File: src/rtl/ctmc_defs.vh
// Constants of the CAN transceiver mode controller: register indices,
// field positions, reset values, state and chip mode codes, timing.
// Assumes inclusion by bare name from the files under rtl/.
`ifndef CTMC_DEFS_VH
`define CTMC_DEFS_VH

// ----------------------------------------------------------------------
// Register indices; the byte address is four times the index.
// ----------------------------------------------------------------------
`define CTMC_IDX_MODE_CTRL   8'h20
`define CTMC_IDX_STATE_FLAGS 8'h22
`define CTMC_IDX_EVENT       8'h23
`define CTMC_IDX_EVENT_EN    8'h24

// ----------------------------------------------------------------------
// Field positions and reset values.
// ----------------------------------------------------------------------
`define CTMC_MODE_CTRL_RST   8'h00
`define CTMC_EVENT_EN_RST    8'h00
`define CTMC_BIT_TX_READY    7
`define CTMC_BIT_BUS_SILENT  5
`define CTMC_BIT_SUPPLY_LOW  1
`define CTMC_BIT_TX_TIMEOUT  0
`define CTMC_BIT_WAKE_EVENT  0
`define CTMC_BIT_WAKE_EN     0

// ----------------------------------------------------------------------
// Mode select field codes.
// ----------------------------------------------------------------------
`define CTMC_SEL_OFFLINE     2'b00
`define CTMC_SEL_ACT_UV      2'b01
`define CTMC_SEL_ACT_NOUV    2'b10
`define CTMC_SEL_LISTEN      2'b11

// ----------------------------------------------------------------------
// Chip operating mode codes.
// ----------------------------------------------------------------------
`define CTMC_CHIP_NORMAL     3'b111
`define CTMC_CHIP_FNORMAL    3'b110
`define CTMC_CHIP_STANDBY    3'b100
`define CTMC_CHIP_RESET      3'b011
`define CTMC_CHIP_OVERTEMP   3'b001
`define CTMC_CHIP_OFF        3'b000

// ----------------------------------------------------------------------
// Transceiver state codes.
// ----------------------------------------------------------------------
`define CTMC_ST_OFF          3'h0
`define CTMC_ST_OFFLINE      3'h1
`define CTMC_ST_OFFBIAS      3'h2
`define CTMC_ST_LISTEN       3'h3
`define CTMC_ST_ACTIVE       3'h4

// ----------------------------------------------------------------------
// Timing: clock period and default times, all in nanoseconds.
// ----------------------------------------------------------------------
`define CTMC_CLK_NS          4
`define CTMC_SILENCE_NS      1000000
`define CTMC_WAKE_TO_NS      1000000
`define CTMC_WAKE_DOM_NS     5000
`define CTMC_WAKE_REC_NS     5000

`endif

File: src/rtl/ctmc_top.v
// CAN transceiver mode controller with AHB-Lite register access.
// Assumes one 250 MHz clock; pins txd, bus level and supply monitors
// arrive asynchronously, chip mode and transmit timeout come on hclk.
//
// Local design decision: register access over AHB-Lite.
`timescale 1ns/1ps
`include "ctmc_defs.vh"

module ctmc_top #(
  parameter integer SILENCE_NS  = `CTMC_SILENCE_NS,
  parameter integer WAKE_TO_NS  = `CTMC_WAKE_TO_NS,
  parameter integer WAKE_DOM_NS = `CTMC_WAKE_DOM_NS,
  parameter integer WAKE_REC_NS = `CTMC_WAKE_REC_NS
) (
  input  wire        hclk,
  input  wire        hresetn,
  input  wire        hsel,
  input  wire [31:0] haddr,
  input  wire [1:0]  htrans,
  input  wire        hwrite,
  input  wire [2:0]  hsize,
  input  wire [31:0] hwdata,
  input  wire        hready,
  output wire        hreadyout,
  output wire        hresp,
  output wire [31:0] hrdata,
  input  wire [2:0]  chip_mode_code,
  input  wire        tx_timeout_in,
  input  wire        txd,
  input  wire        bus_dominant,
  input  wire        mcu_supply_low,
  input  wire        battery_uv,
  output wire [2:0]  xcvr_state,
  output wire        tx_enable,
  output wire        rx_enable,
  output wire        bias_mid,
  output wire        bias_gnd,
  output wire        rxd_force_low
);

  // ----------------------------------------------------------------------
  // Timing counts derived from the clock period.
  // ----------------------------------------------------------------------
  // Least times round up, the wake window (a longest time) rounds down.
  localparam integer SIL_RAW = (SILENCE_NS + `CTMC_CLK_NS - 1) / `CTMC_CLK_NS;
  localparam integer WTO_RAW = WAKE_TO_NS / `CTMC_CLK_NS;
  localparam integer DOM_RAW = (WAKE_DOM_NS + `CTMC_CLK_NS - 1) / `CTMC_CLK_NS;
  localparam integer REC_RAW = (WAKE_REC_NS + `CTMC_CLK_NS - 1) / `CTMC_CLK_NS;
  localparam [31:0]  SIL_CYC = (SIL_RAW < 1) ? 1 : SIL_RAW;
  localparam [31:0]  WTO_CYC = (WTO_RAW < 1) ? 1 : WTO_RAW;
  localparam [31:0]  DOM_CYC = (DOM_RAW < 1) ? 1 : DOM_RAW;
  localparam [31:0]  REC_CYC = (REC_RAW < 1) ? 1 : REC_RAW;

  // Wake detector progress codes.
  localparam [1:0] WK_IDLE = 2'd0;
  localparam [1:0] WK_DOM1 = 2'd1;
  localparam [1:0] WK_REC  = 2'd2;
  localparam [1:0] WK_DOM2 = 2'd3;

  // ----------------------------------------------------------------------
  // Declarations.
  // ----------------------------------------------------------------------
  reg  [3:0]  sync1_q;       // First synchroniser stage of the four pins.
  reg  [3:0]  sync2_q;       // Second stage, the only one logic reads.
  reg         bus_prev_q;    // Previous synchronised bus level.
  reg  [7:0]  mode_ctrl_q;   // Mode control register.
  reg         wake_en_q;     // Wake detect enable bit.
  reg         wake_evt_q;    // Sticky bus wake event bit.
  reg  [2:0]  state_q;       // Transceiver state.
  reg  [2:0]  state_d;       // Next transceiver state.
  reg  [2:0]  chip_prev_q;   // Chip mode of the previous cycle.
  reg  [31:0] sil_cnt_q;     // Cycles since the last bus edge.
  reg         silent_q;      // Bus silent for longer than the timeout.
  reg  [1:0]  wk_q;          // Wake pattern progress.
  reg  [31:0] ph_cnt_q;      // Length of the current bus phase.
  reg  [31:0] win_cnt_q;     // Cycles since the first dominant phase.
  reg         ap_wr_q;       // Write pending in the data phase.
  reg  [7:0]  ap_idx_q;      // Register index of the pending write.
  reg  [31:0] hrdata_q;      // Read data of the data phase.
  reg  [7:0]  rd_val;        // Combinational read value.
  wire        txd_s;         // Synchronised transmit input.
  wire        bus_s;         // Synchronised bus level, 1 is dominant.
  wire        v1_low_s;      // Synchronised supply-low level.
  wire        bat_low_s;     // Synchronised battery undervoltage.
  wire        bus_edge;      // Bus level changed this cycle.
  wire        ap_take;       // Address phase accepted this cycle.
  wire [7:0]  ap_idx;        // Register index of the address phase.
  wire        wake_hit;      // Valid wake pattern completed.
  wire        wake_watch;    // Wake detector may track the bus.
  wire [31:0] ph_len;        // Length of the current bus phase, this cycle included.
  wire        wake_clr;      // Software clears the wake event.
  wire [1:0]  sel;           // Mode select field.
  wire [7:0]  flags;         // Transceiver state flag register.

  // ----------------------------------------------------------------------
  // Helpers.
  // ----------------------------------------------------------------------
  // Returns one when the select field asks for Active.
  function sel_active;
    input [1:0] s;
    begin
      sel_active = (s == `CTMC_SEL_ACT_UV) || (s == `CTMC_SEL_ACT_NOUV);
    end
  endfunction

  // Returns one when the chip mode turns the transceiver off.
  function chip_off;
    input [2:0] m;
    begin
      chip_off = (m == `CTMC_CHIP_OFF) || (m == `CTMC_CHIP_OVERTEMP);
    end
  endfunction

  // ----------------------------------------------------------------------
  // Pin synchronisers.
  // ----------------------------------------------------------------------
  // Two flops per pin; only the second stage is read.
  always @(posedge hclk or negedge hresetn)
  begin
    if (!hresetn)
    begin
      sync1_q <= 4'h1;
      sync2_q <= 4'h1;
    end
    else
    begin
      sync1_q <= {battery_uv, mcu_supply_low, bus_dominant, txd};
      sync2_q <= sync1_q;
    end
  end

  assign txd_s     = sync2_q[0];
  assign bus_s     = sync2_q[1];
  assign v1_low_s  = sync2_q[2];
  assign bat_low_s = sync2_q[3];
  assign bus_edge  = bus_s ^ bus_prev_q;
  assign sel       = mode_ctrl_q[1:0];

  // ----------------------------------------------------------------------
  // Bus activity and silence timing.
  // ----------------------------------------------------------------------
  // Every edge restarts the count; the flag rises once it reaches the limit.
  always @(posedge hclk or negedge hresetn)
  begin
    if (!hresetn)
    begin
      bus_prev_q  <= 1'b0;
      sil_cnt_q   <= 32'h0000_0000;
      silent_q    <= 1'b0;
      chip_prev_q <= `CTMC_CHIP_OFF;
    end
    else
    begin
      bus_prev_q  <= bus_s;
      chip_prev_q <= chip_mode_code;
      if (bus_edge)
      begin
        sil_cnt_q <= 32'h0000_0000;
        silent_q  <= 1'b0;
      end
      else if (sil_cnt_q < SIL_CYC)
      begin
        sil_cnt_q <= sil_cnt_q + 32'h0000_0001;
      end
      else
      begin
        silent_q <= 1'b1;
      end
    end
  end

  // ----------------------------------------------------------------------
  // Wake pattern detector.
  // ----------------------------------------------------------------------
  // Phases are qualified by their own length; a short pulse in between
  // only restarts the phase count and never loses the progress made.
  // Offline Bias is Offline with mid bias, so the watch goes on there; else the
  // first dominant phase, which moves Offline to Offline Bias, would end it.
  assign wake_watch = wake_en_q && (state_q == `CTMC_ST_OFFLINE ||
                      state_q == `CTMC_ST_OFFBIAS);
  // An edge starts a new phase, so the old count never qualifies it.
  assign ph_len   = bus_edge ? 32'h0000_0001 : ph_cnt_q + 32'h0000_0001;
  assign wake_hit = wake_watch && (wk_q == WK_DOM2) && bus_s && (ph_len >= DOM_CYC);

  always @(posedge hclk or negedge hresetn)
  begin
    if (!hresetn)
    begin
      wk_q      <= WK_IDLE;
      ph_cnt_q  <= 32'h0000_0000;
      win_cnt_q <= 32'h0000_0000;
    end
    else if (!wake_watch)
    begin
      wk_q      <= WK_IDLE;
      ph_cnt_q  <= 32'h0000_0000;
      win_cnt_q <= 32'h0000_0000;
    end
    else
    begin
      // Phase length counter restarts on each bus edge.
      ph_cnt_q <= ph_len;
      // Window counter runs once the first dominant phase is seen.
      if (wk_q != WK_IDLE)
        win_cnt_q <= win_cnt_q + 32'h0000_0001;
      case (wk_q)
        WK_IDLE:
        begin
          win_cnt_q <= 32'h0000_0000;
          if (bus_s && ph_len >= DOM_CYC)
            wk_q <= WK_DOM1;
        end
        WK_DOM1:
        begin
          if (win_cnt_q >= WTO_CYC)
            wk_q <= WK_IDLE;
          else if (!bus_s && ph_len >= REC_CYC)
            wk_q <= WK_REC;
        end
        WK_REC:
        begin
          if (win_cnt_q >= WTO_CYC)
            wk_q <= WK_IDLE;
          else if (bus_s)
            wk_q <= WK_DOM2;
        end
        WK_DOM2:
        begin
          // A dominant pulse that is too short stays in WK_DOM2, waiting for a longer one.
          if (win_cnt_q >= WTO_CYC || wake_hit)
            wk_q <= WK_IDLE;
        end
        default:
        begin
          wk_q <= WK_IDLE;
        end
      endcase
    end
  end

  // ----------------------------------------------------------------------
  // Transceiver state machine.
  // ----------------------------------------------------------------------
  // Checked in order: off conditions, leaving Off, Forced Normal, reset or standby, Listen select, supply, Active select.
  always @*
  begin
    state_d = state_q;
    if (chip_off(chip_mode_code) || bat_low_s)
    begin
      state_d = `CTMC_ST_OFF;
    end
    else if (state_q == `CTMC_ST_OFF)
    begin
      state_d = `CTMC_ST_OFFLINE;
    end
    else if (chip_off(chip_prev_q))
    begin
      state_d = `CTMC_ST_OFFLINE;
    end
    else if (chip_mode_code == `CTMC_CHIP_FNORMAL)
    begin
      // Forced Normal: low supply gives Listen-only, else Active once the transmit input is recessive.
      if (v1_low_s)
        state_d = `CTMC_ST_LISTEN;
      else if (state_q == `CTMC_ST_ACTIVE || txd_s)
        state_d = `CTMC_ST_ACTIVE;
      else
        state_d = `CTMC_ST_LISTEN;
    end
    else if (chip_mode_code != `CTMC_CHIP_NORMAL ||
             sel == `CTMC_SEL_OFFLINE)
    begin
      // Reset, Standby or select 00: offline with autonomous bias.
      if (state_q == `CTMC_ST_ACTIVE || state_q == `CTMC_ST_LISTEN)
        state_d = `CTMC_ST_OFFBIAS;
      else if (state_q == `CTMC_ST_OFFLINE && (bus_edge || wake_hit))
        state_d = `CTMC_ST_OFFBIAS;
      else if (state_q == `CTMC_ST_OFFBIAS && silent_q)
        state_d = `CTMC_ST_OFFLINE;
    end
    else if (sel == `CTMC_SEL_LISTEN)
    begin
      state_d = `CTMC_ST_LISTEN;
    end
    else if (v1_low_s)
    begin
      // Select 01 or 10 with the supply below its threshold.
      if (state_q == `CTMC_ST_OFFLINE)
        state_d = `CTMC_ST_OFFBIAS;
      else if (state_q == `CTMC_ST_ACTIVE && sel == `CTMC_SEL_ACT_UV)
        state_d = `CTMC_ST_OFFBIAS;
      else if (state_q == `CTMC_ST_ACTIVE)
        state_d = `CTMC_ST_LISTEN;
      else if (state_q == `CTMC_ST_OFFBIAS && silent_q)
        state_d = `CTMC_ST_OFFLINE;
    end
    else if (sel_active(sel))
    begin
      // Entering Active needs a recessive transmit input.
      if (state_q == `CTMC_ST_ACTIVE || txd_s)
        state_d = `CTMC_ST_ACTIVE;
      else
        state_d = `CTMC_ST_LISTEN;
    end
  end

  // State register; reset leaves the transceiver off.
  always @(posedge hclk or negedge hresetn)
  begin
    if (!hresetn)
      state_q <= `CTMC_ST_OFF;
    else
      state_q <= state_d;
  end

  // ----------------------------------------------------------------------
  // Transceiver outputs.
  // ----------------------------------------------------------------------
  assign xcvr_state    = state_q;
  assign tx_enable     = (state_q == `CTMC_ST_ACTIVE) && !tx_timeout_in;
  assign rx_enable     = (state_q != `CTMC_ST_OFF);
  assign bias_mid      = (state_q == `CTMC_ST_ACTIVE) ||
                         (state_q == `CTMC_ST_LISTEN) ||
                         (state_q == `CTMC_ST_OFFBIAS);
  assign bias_gnd      = (state_q == `CTMC_ST_OFFLINE);
  assign rxd_force_low = wake_evt_q && (state_q == `CTMC_ST_OFFLINE ||
                         state_q == `CTMC_ST_OFFBIAS);

  // ----------------------------------------------------------------------
  // AHB-Lite slave.
  // ----------------------------------------------------------------------
  // Zero wait states, always OKAY; unmapped reads give zero.
  assign ap_take   = hsel && hready && htrans[1];
  assign ap_idx    = haddr[9:2];
  assign hreadyout = 1'b1;
  assign hresp     = 1'b0;
  assign hrdata    = hrdata_q;
  assign wake_clr  = ap_wr_q && (ap_idx_q == `CTMC_IDX_EVENT) &&
                     hwdata[`CTMC_BIT_WAKE_EVENT];

  // Status flags of the transceiver.
  assign flags = {tx_enable, 1'b0, silent_q, 3'b000,
                  v1_low_s && (sel == `CTMC_SEL_ACT_UV),
                  tx_timeout_in};

  // Read multiplexer over the register indices.
  always @*
  begin
    rd_val = 8'h00;
    case (ap_idx)
      `CTMC_IDX_MODE_CTRL:   rd_val = mode_ctrl_q;
      `CTMC_IDX_STATE_FLAGS: rd_val = flags;
      `CTMC_IDX_EVENT:       rd_val = {7'h00, wake_evt_q};
      `CTMC_IDX_EVENT_EN:    rd_val = {7'h00, wake_en_q};
      default:               rd_val = 8'h00;
    endcase
  end

  // Address phase capture and read data launch.
  always @(posedge hclk or negedge hresetn)
  begin
    if (!hresetn)
    begin
      ap_wr_q  <= 1'b0;
      ap_idx_q <= 8'h00;
      hrdata_q <= 32'h0000_0000;
    end
    else
    begin
      ap_wr_q <= ap_take && hwrite;
      if (ap_take)
        ap_idx_q <= ap_idx;
      if (ap_take && !hwrite)
        hrdata_q <= {24'h00_0000, rd_val};
    end
  end

  // Register writes land in the data phase.
  always @(posedge hclk or negedge hresetn)
  begin
    if (!hresetn)
    begin
      mode_ctrl_q <= `CTMC_MODE_CTRL_RST;
      wake_en_q   <= 1'b0;
    end
    else if (ap_wr_q)
    begin
      if (ap_idx_q == `CTMC_IDX_MODE_CTRL)
        mode_ctrl_q <= hwdata[7:0];
      if (ap_idx_q == `CTMC_IDX_EVENT_EN)
        wake_en_q <= hwdata[`CTMC_BIT_WAKE_EN];
    end
  end

  // Wake event bit: write one to clear, a new wake wins over the clear.
  always @(posedge hclk or negedge hresetn)
  begin
    if (!hresetn)
      wake_evt_q <= 1'b0;
    else if (wake_hit)
      wake_evt_q <= 1'b1;
    else if (wake_clr)
      wake_evt_q <= 1'b0;
  end

endmodule
File: config.mk
export PLATFORM = sky130hd
export DESIGN_NAME = ctmc_top
export DESIGN_NICKNAME = d
export VERILOG_FILES = /design/src/rtl/ctmc_top.v
export VERILOG_INCLUDE_DIRS = /design/src /design/src/rtl
export SDC_FILE = /design/constraint.sdc
export NUM_CORES = 1
export LEC_CHECK = 0
export BUFFER_PORTS_ARGS = -buffer_cell sky130_fd_sc_hd__buf_4
export CORE_ASPECT_RATIO = 2
export CORE_MARGIN = 5
export CORE_UTILIZATION = 30
export CTS_CLUSTER_DIAMETER = 100
export CTS_CLUSTER_SIZE = 8
export DETAILED_ROUTE_END_ITERATION = 10
export GPL_ROUTABILITY_DRIVEN = 0
export GPL_TIMING_DRIVEN = 0
export PLACE_DENSITY = 0.52
export REMOVE_ABC_BUFFERS = 1
export SLEW_MARGIN = 20
export SYNTH_ARGS = -nofsm -noshare
export SYNTH_HDL_FRONTEND = slang
export SYNTH_SLANG_ARGS = --single-unit
export TNS_END_PERCENT = 5
File: constraint.sdc
create_clock -name hclk -period 4 [get_ports hclk]
set_input_delay 0.2 -clock hclk [delete_from_list [all_inputs] [get_ports hclk]]
set_output_delay 0.2 -clock hclk [all_outputs]
set_load 0.005 [all_outputs]
==> impl_metrics.csv <==
group,metric,value,unit
run,drv_cap,0,
finish,seq_area,3510,sq um
setup_path,regToRegStartpoint,"ph_cnt_q[0]$_DFF_PN0_",
clocking,cts_tree,"built",
clocking,cts.reportedPaths.clkPinSlew,60,ps
route,drc_errors,0,
place,io_buffer_count,45,
pwr,power.switching,749,uW
clocking,h-tree-depth,4,
route,drt_iter0_markers,186,
sta,hold_ws,25.7,ps
pwr,finalPower,3.23,mW
sta,hold_violations,0,
yosys,syn_area,7210,sq um
finish,syn_to_final_growth,16.9,%
sta,max_freq,293,MHz
yosys,yosysSeqAreaShare,48.6,%
sta,tightest_slew,778,ps
setup_path,required,4310,ps
clocking,root_buffer,"clkbuf_16",
place,dpl.hpwl,12200,microns
sta,rsz0062_at_grt,"no",
route,routed_via_density,4.92,
sta,fin_setup_tns,0,ps
global_route,grt_pass1_vias,5618,
pwr,p_int,2.48,mW
pwr,sw_frac_of_total,23.2,%
yosys,synth_area_leaders,"dfrtp_1 48%, nor2_1 5.7%, xor2_1 5.3%",
yosys,synth_cells,748,
route,drt-total-wl,16600,microns
yosys,synth_common_cells,"138 x dfrtp_1, 109 x nor2_1, 54 x nand2_1",
yosys,synth_cell_type_count,66,
setup_path,crit_type,"reg -> reg",
sta,max_slew_margin,47.9,%
pwr,p_seq_share,46.1,%
floorplanning,dieWidth,120,microns
clocking,cts_sinks,140,
route,wl_per_cell,15.2,microns
pwr,combPwrFrac,6.1,%
clocking,cts_made_buffers,17,
clocking,cts_buffer_depth,2,
min_path,min_from,"hwdata[3]",
route,detail-route-antenna-nets,0,
global_route,grt_pass1_wl,28200,microns
clocking,clock_latency,420,ps
floorplanning,fp.dieH,229,microns
finish,multi_input_area,3400,sq um
setup_path,end_kind,"flop",
global_route,antenna_found_initial,0,
floorplanning,start_util,30.3,%
pwr,cellLeakagePower,3.58,nW
yosys,synth_area_per_cell,9.64,sq um
finish,final_cell_count_no_fill,1091,
sta,skew,8.80,ps
global_route,grt_usage,12.8,%
pwr,power.density,383,nW/um^2
finish,fillers,2438,
yosys,synth_top_area_cell,"dfrtp_1",
place,placedCellCount,1047,
setup_path,critPathSlowestCell,"dfrtp_1",
setup_path,cp-start-kind,"flop",
status,outcome,"complete, no violations",
route,firstDrtPassIters,5,
setup_path,cp-startpoint,"ph_cnt_q[0]$_DFF_PN0_",
floorplanning,io_pins,124,
setup_path,slowest_delay,550,ps
global_route,grt_max_degree,74,
floorplanning,coreArea,23800,sq um
finish,drive_gt1_share,13.8,%
yosys,synth-async-reset-ratio,100,%
yosys,ys_ff_latch,140,
yosys,synth_edf_count,0,
setup_path,path_max_fanout,9,
yosys,yosys_warnings,0,
sta,fin_crit,3410,ps
yosys,netlist.area_leader.share,47.9,%
finish,antenna_cells,0,
sta,slew_violations,0,
sta,finalCritPeriodShare,85.3,%
setup_path,crit_chain,"ha_1 > inv_1 > nor3_2 > nand3_1 > o21ai_0 > and4_1 > nand4_2 > a211o_1 > a41o_1",
yosys,ys_dominant_reg_cell,"dfrtp_1",
route,vias,5363,
sta,setup_violations,0,
global_route,grt-ovfl-total,0,
finish,fin_nets,877,
min_path,min_path_type,"in -> reg",
floorplanning,rows,80,
setup_path,cp.arrival,3720,ps
pwr,vdd_drop_max,0.296,mV
floorplanning,die-area,27400,sq um
pwr,clockPowerShare,47.8,%
finish,final_core_utilization,35.4,%
yosys,yosysMostFrequentCell,"dfrtp_1",
cell families (layout without fill, tap and decap cells):
logic type / Yosys count / count (layout) / share of synthesized area [%]
adders and majority gates: 4 / 4 / 0.694
AOI/OAI and AO/OA: 96 / 96 / 9.14
and+or+nand+nor: 328 / 328 / 23.2
buffers and inverters: 81 / 113 / 5.83
other: 2 / 26 / 0.104
muxes: 23 / 23 / 3.43
xor gates and xnor gates: 74 / 74 / 8.98
DFF: 140 / 140 / 48.6
timing repair:
item	CTS	global route
hold buffers	12	0
endpoints found under the setup margin	0	1
hold endpoints to repair	81	0
buffers inserted	0	0
gates resized for setup	0	1
power groups by stage:
stage	combinational (mW)	clock [mW]	sequential [mW]
floorplan	0.0932	0	1.50
global placement	0.185	0	1.51
global route	0.228	1.65	1.49
CTS	0.204	1.59	1.49
detailed placement	0.194	0	1.51
finish	0.197	1.55	1.49
placed cells by master (no fill, tap or decap), drive strengths merged, types with 3 or more instances in the layout:
master       netlist  final
nand3             29     29
a31o               3      3
and4              11     11
clkinv             0      6
a211oi             5      5
a21oi             22     22
xor2              44     44
dlygate4sd3        0     12
inv               22     23
nor2             110    110
o211ai             3      3
nand2             54     54
ha                 4      4
mux2              14     14
or2                3      3
nand4             25     25
nor3              12     12
a31oi              3      3
o31ai              6      6
xnor2             30     30
buf               32     47
conb               2     26
nor4              17     17
and3              17     17
or4                3      3
dfrtp            138    138
o21ai             26     26
clkbuf            27     21
a22o               6      6
and2              24     24
mux2i              9      9
nor2b              3      3
nor3b              5      5
a311oi             3      3
or3                7      7
path summary, 6_finish.rpt:
| kind | slack, ps | end | cells after the start |
|---|---|---|---|
| worst min register to register | 350 | sync2_q[2]$_DFF_PN0_ | 0 |
| worst max-delay path | 590 | xcvr_state[1]$_DFFE_PN0P_ | 9 |
| worst min-delay path | 30 | mode_ctrl_q[3]$_DFFE_PN0P_ | 2 |
| worst max register to register | 590 | xcvr_state[1]$_DFFE_PN0P_ | 9 |
| max in group asynchronous | 2920 | win_cnt_q[23]$_DFFE_PN0P_ | 3 |
| min in group asynchronous | 320 | ph_cnt_q[2]$_DFF_PN0_ | 2 |
layer usage:
metal	up-vias	wire length (microns)	global-route usage (%)
met2	84	9720	25.1
li1	2635	-	-
met4	0	493	5.77
met1	2618	5940	12.6
met5	-	0	0
met3	26	416	2.72
area by class of cell:
type / instances / area share, %
clock inverters: 11 / 1.39
flip-flops and latches: 140 / 41.6
clock buffers: 21 / 5.46
well taps: 287 / 4.26
repair buffers: 59 / 5.98
multi-input cells: 551 / 40.4
inverters: 22 / 0.979
state kept, by name (all words and copies together), names as in the netlist:
register     count
silent_q         1
ap_idx_q         8
ph_cnt_q        32
win_cnt_q       32
xcvr_state       3
wake_en_q        1
bus_prev_q       1
chip_prev_q      2
sync1_q          4
wk_q             2
hrdata           8
ap_wr_q          1
mode_ctrl_q      8
sil_cnt_q       32
sync2_q          4
wake_evt_q       1
critical path: cells and delay by family (launching register included):
kind,cells,cell delay (ps)
flip-flops,1,550
AND/OR/NAND/NOR,4,1180
adder cells (fa/ha/maj),1,440
buffers and inverters,1,180
AO/OA/AOI/OAI,3,940
per-stage QoR:
step	instance area [sq um]	setup slack, ps
after floorplan	6970	1250
final	8430	587
after global routing	8430	331
after global placement	7660	190
after CTS	8430	225
after detailed placement	7730	241
(Power assumes the default switching activity.)
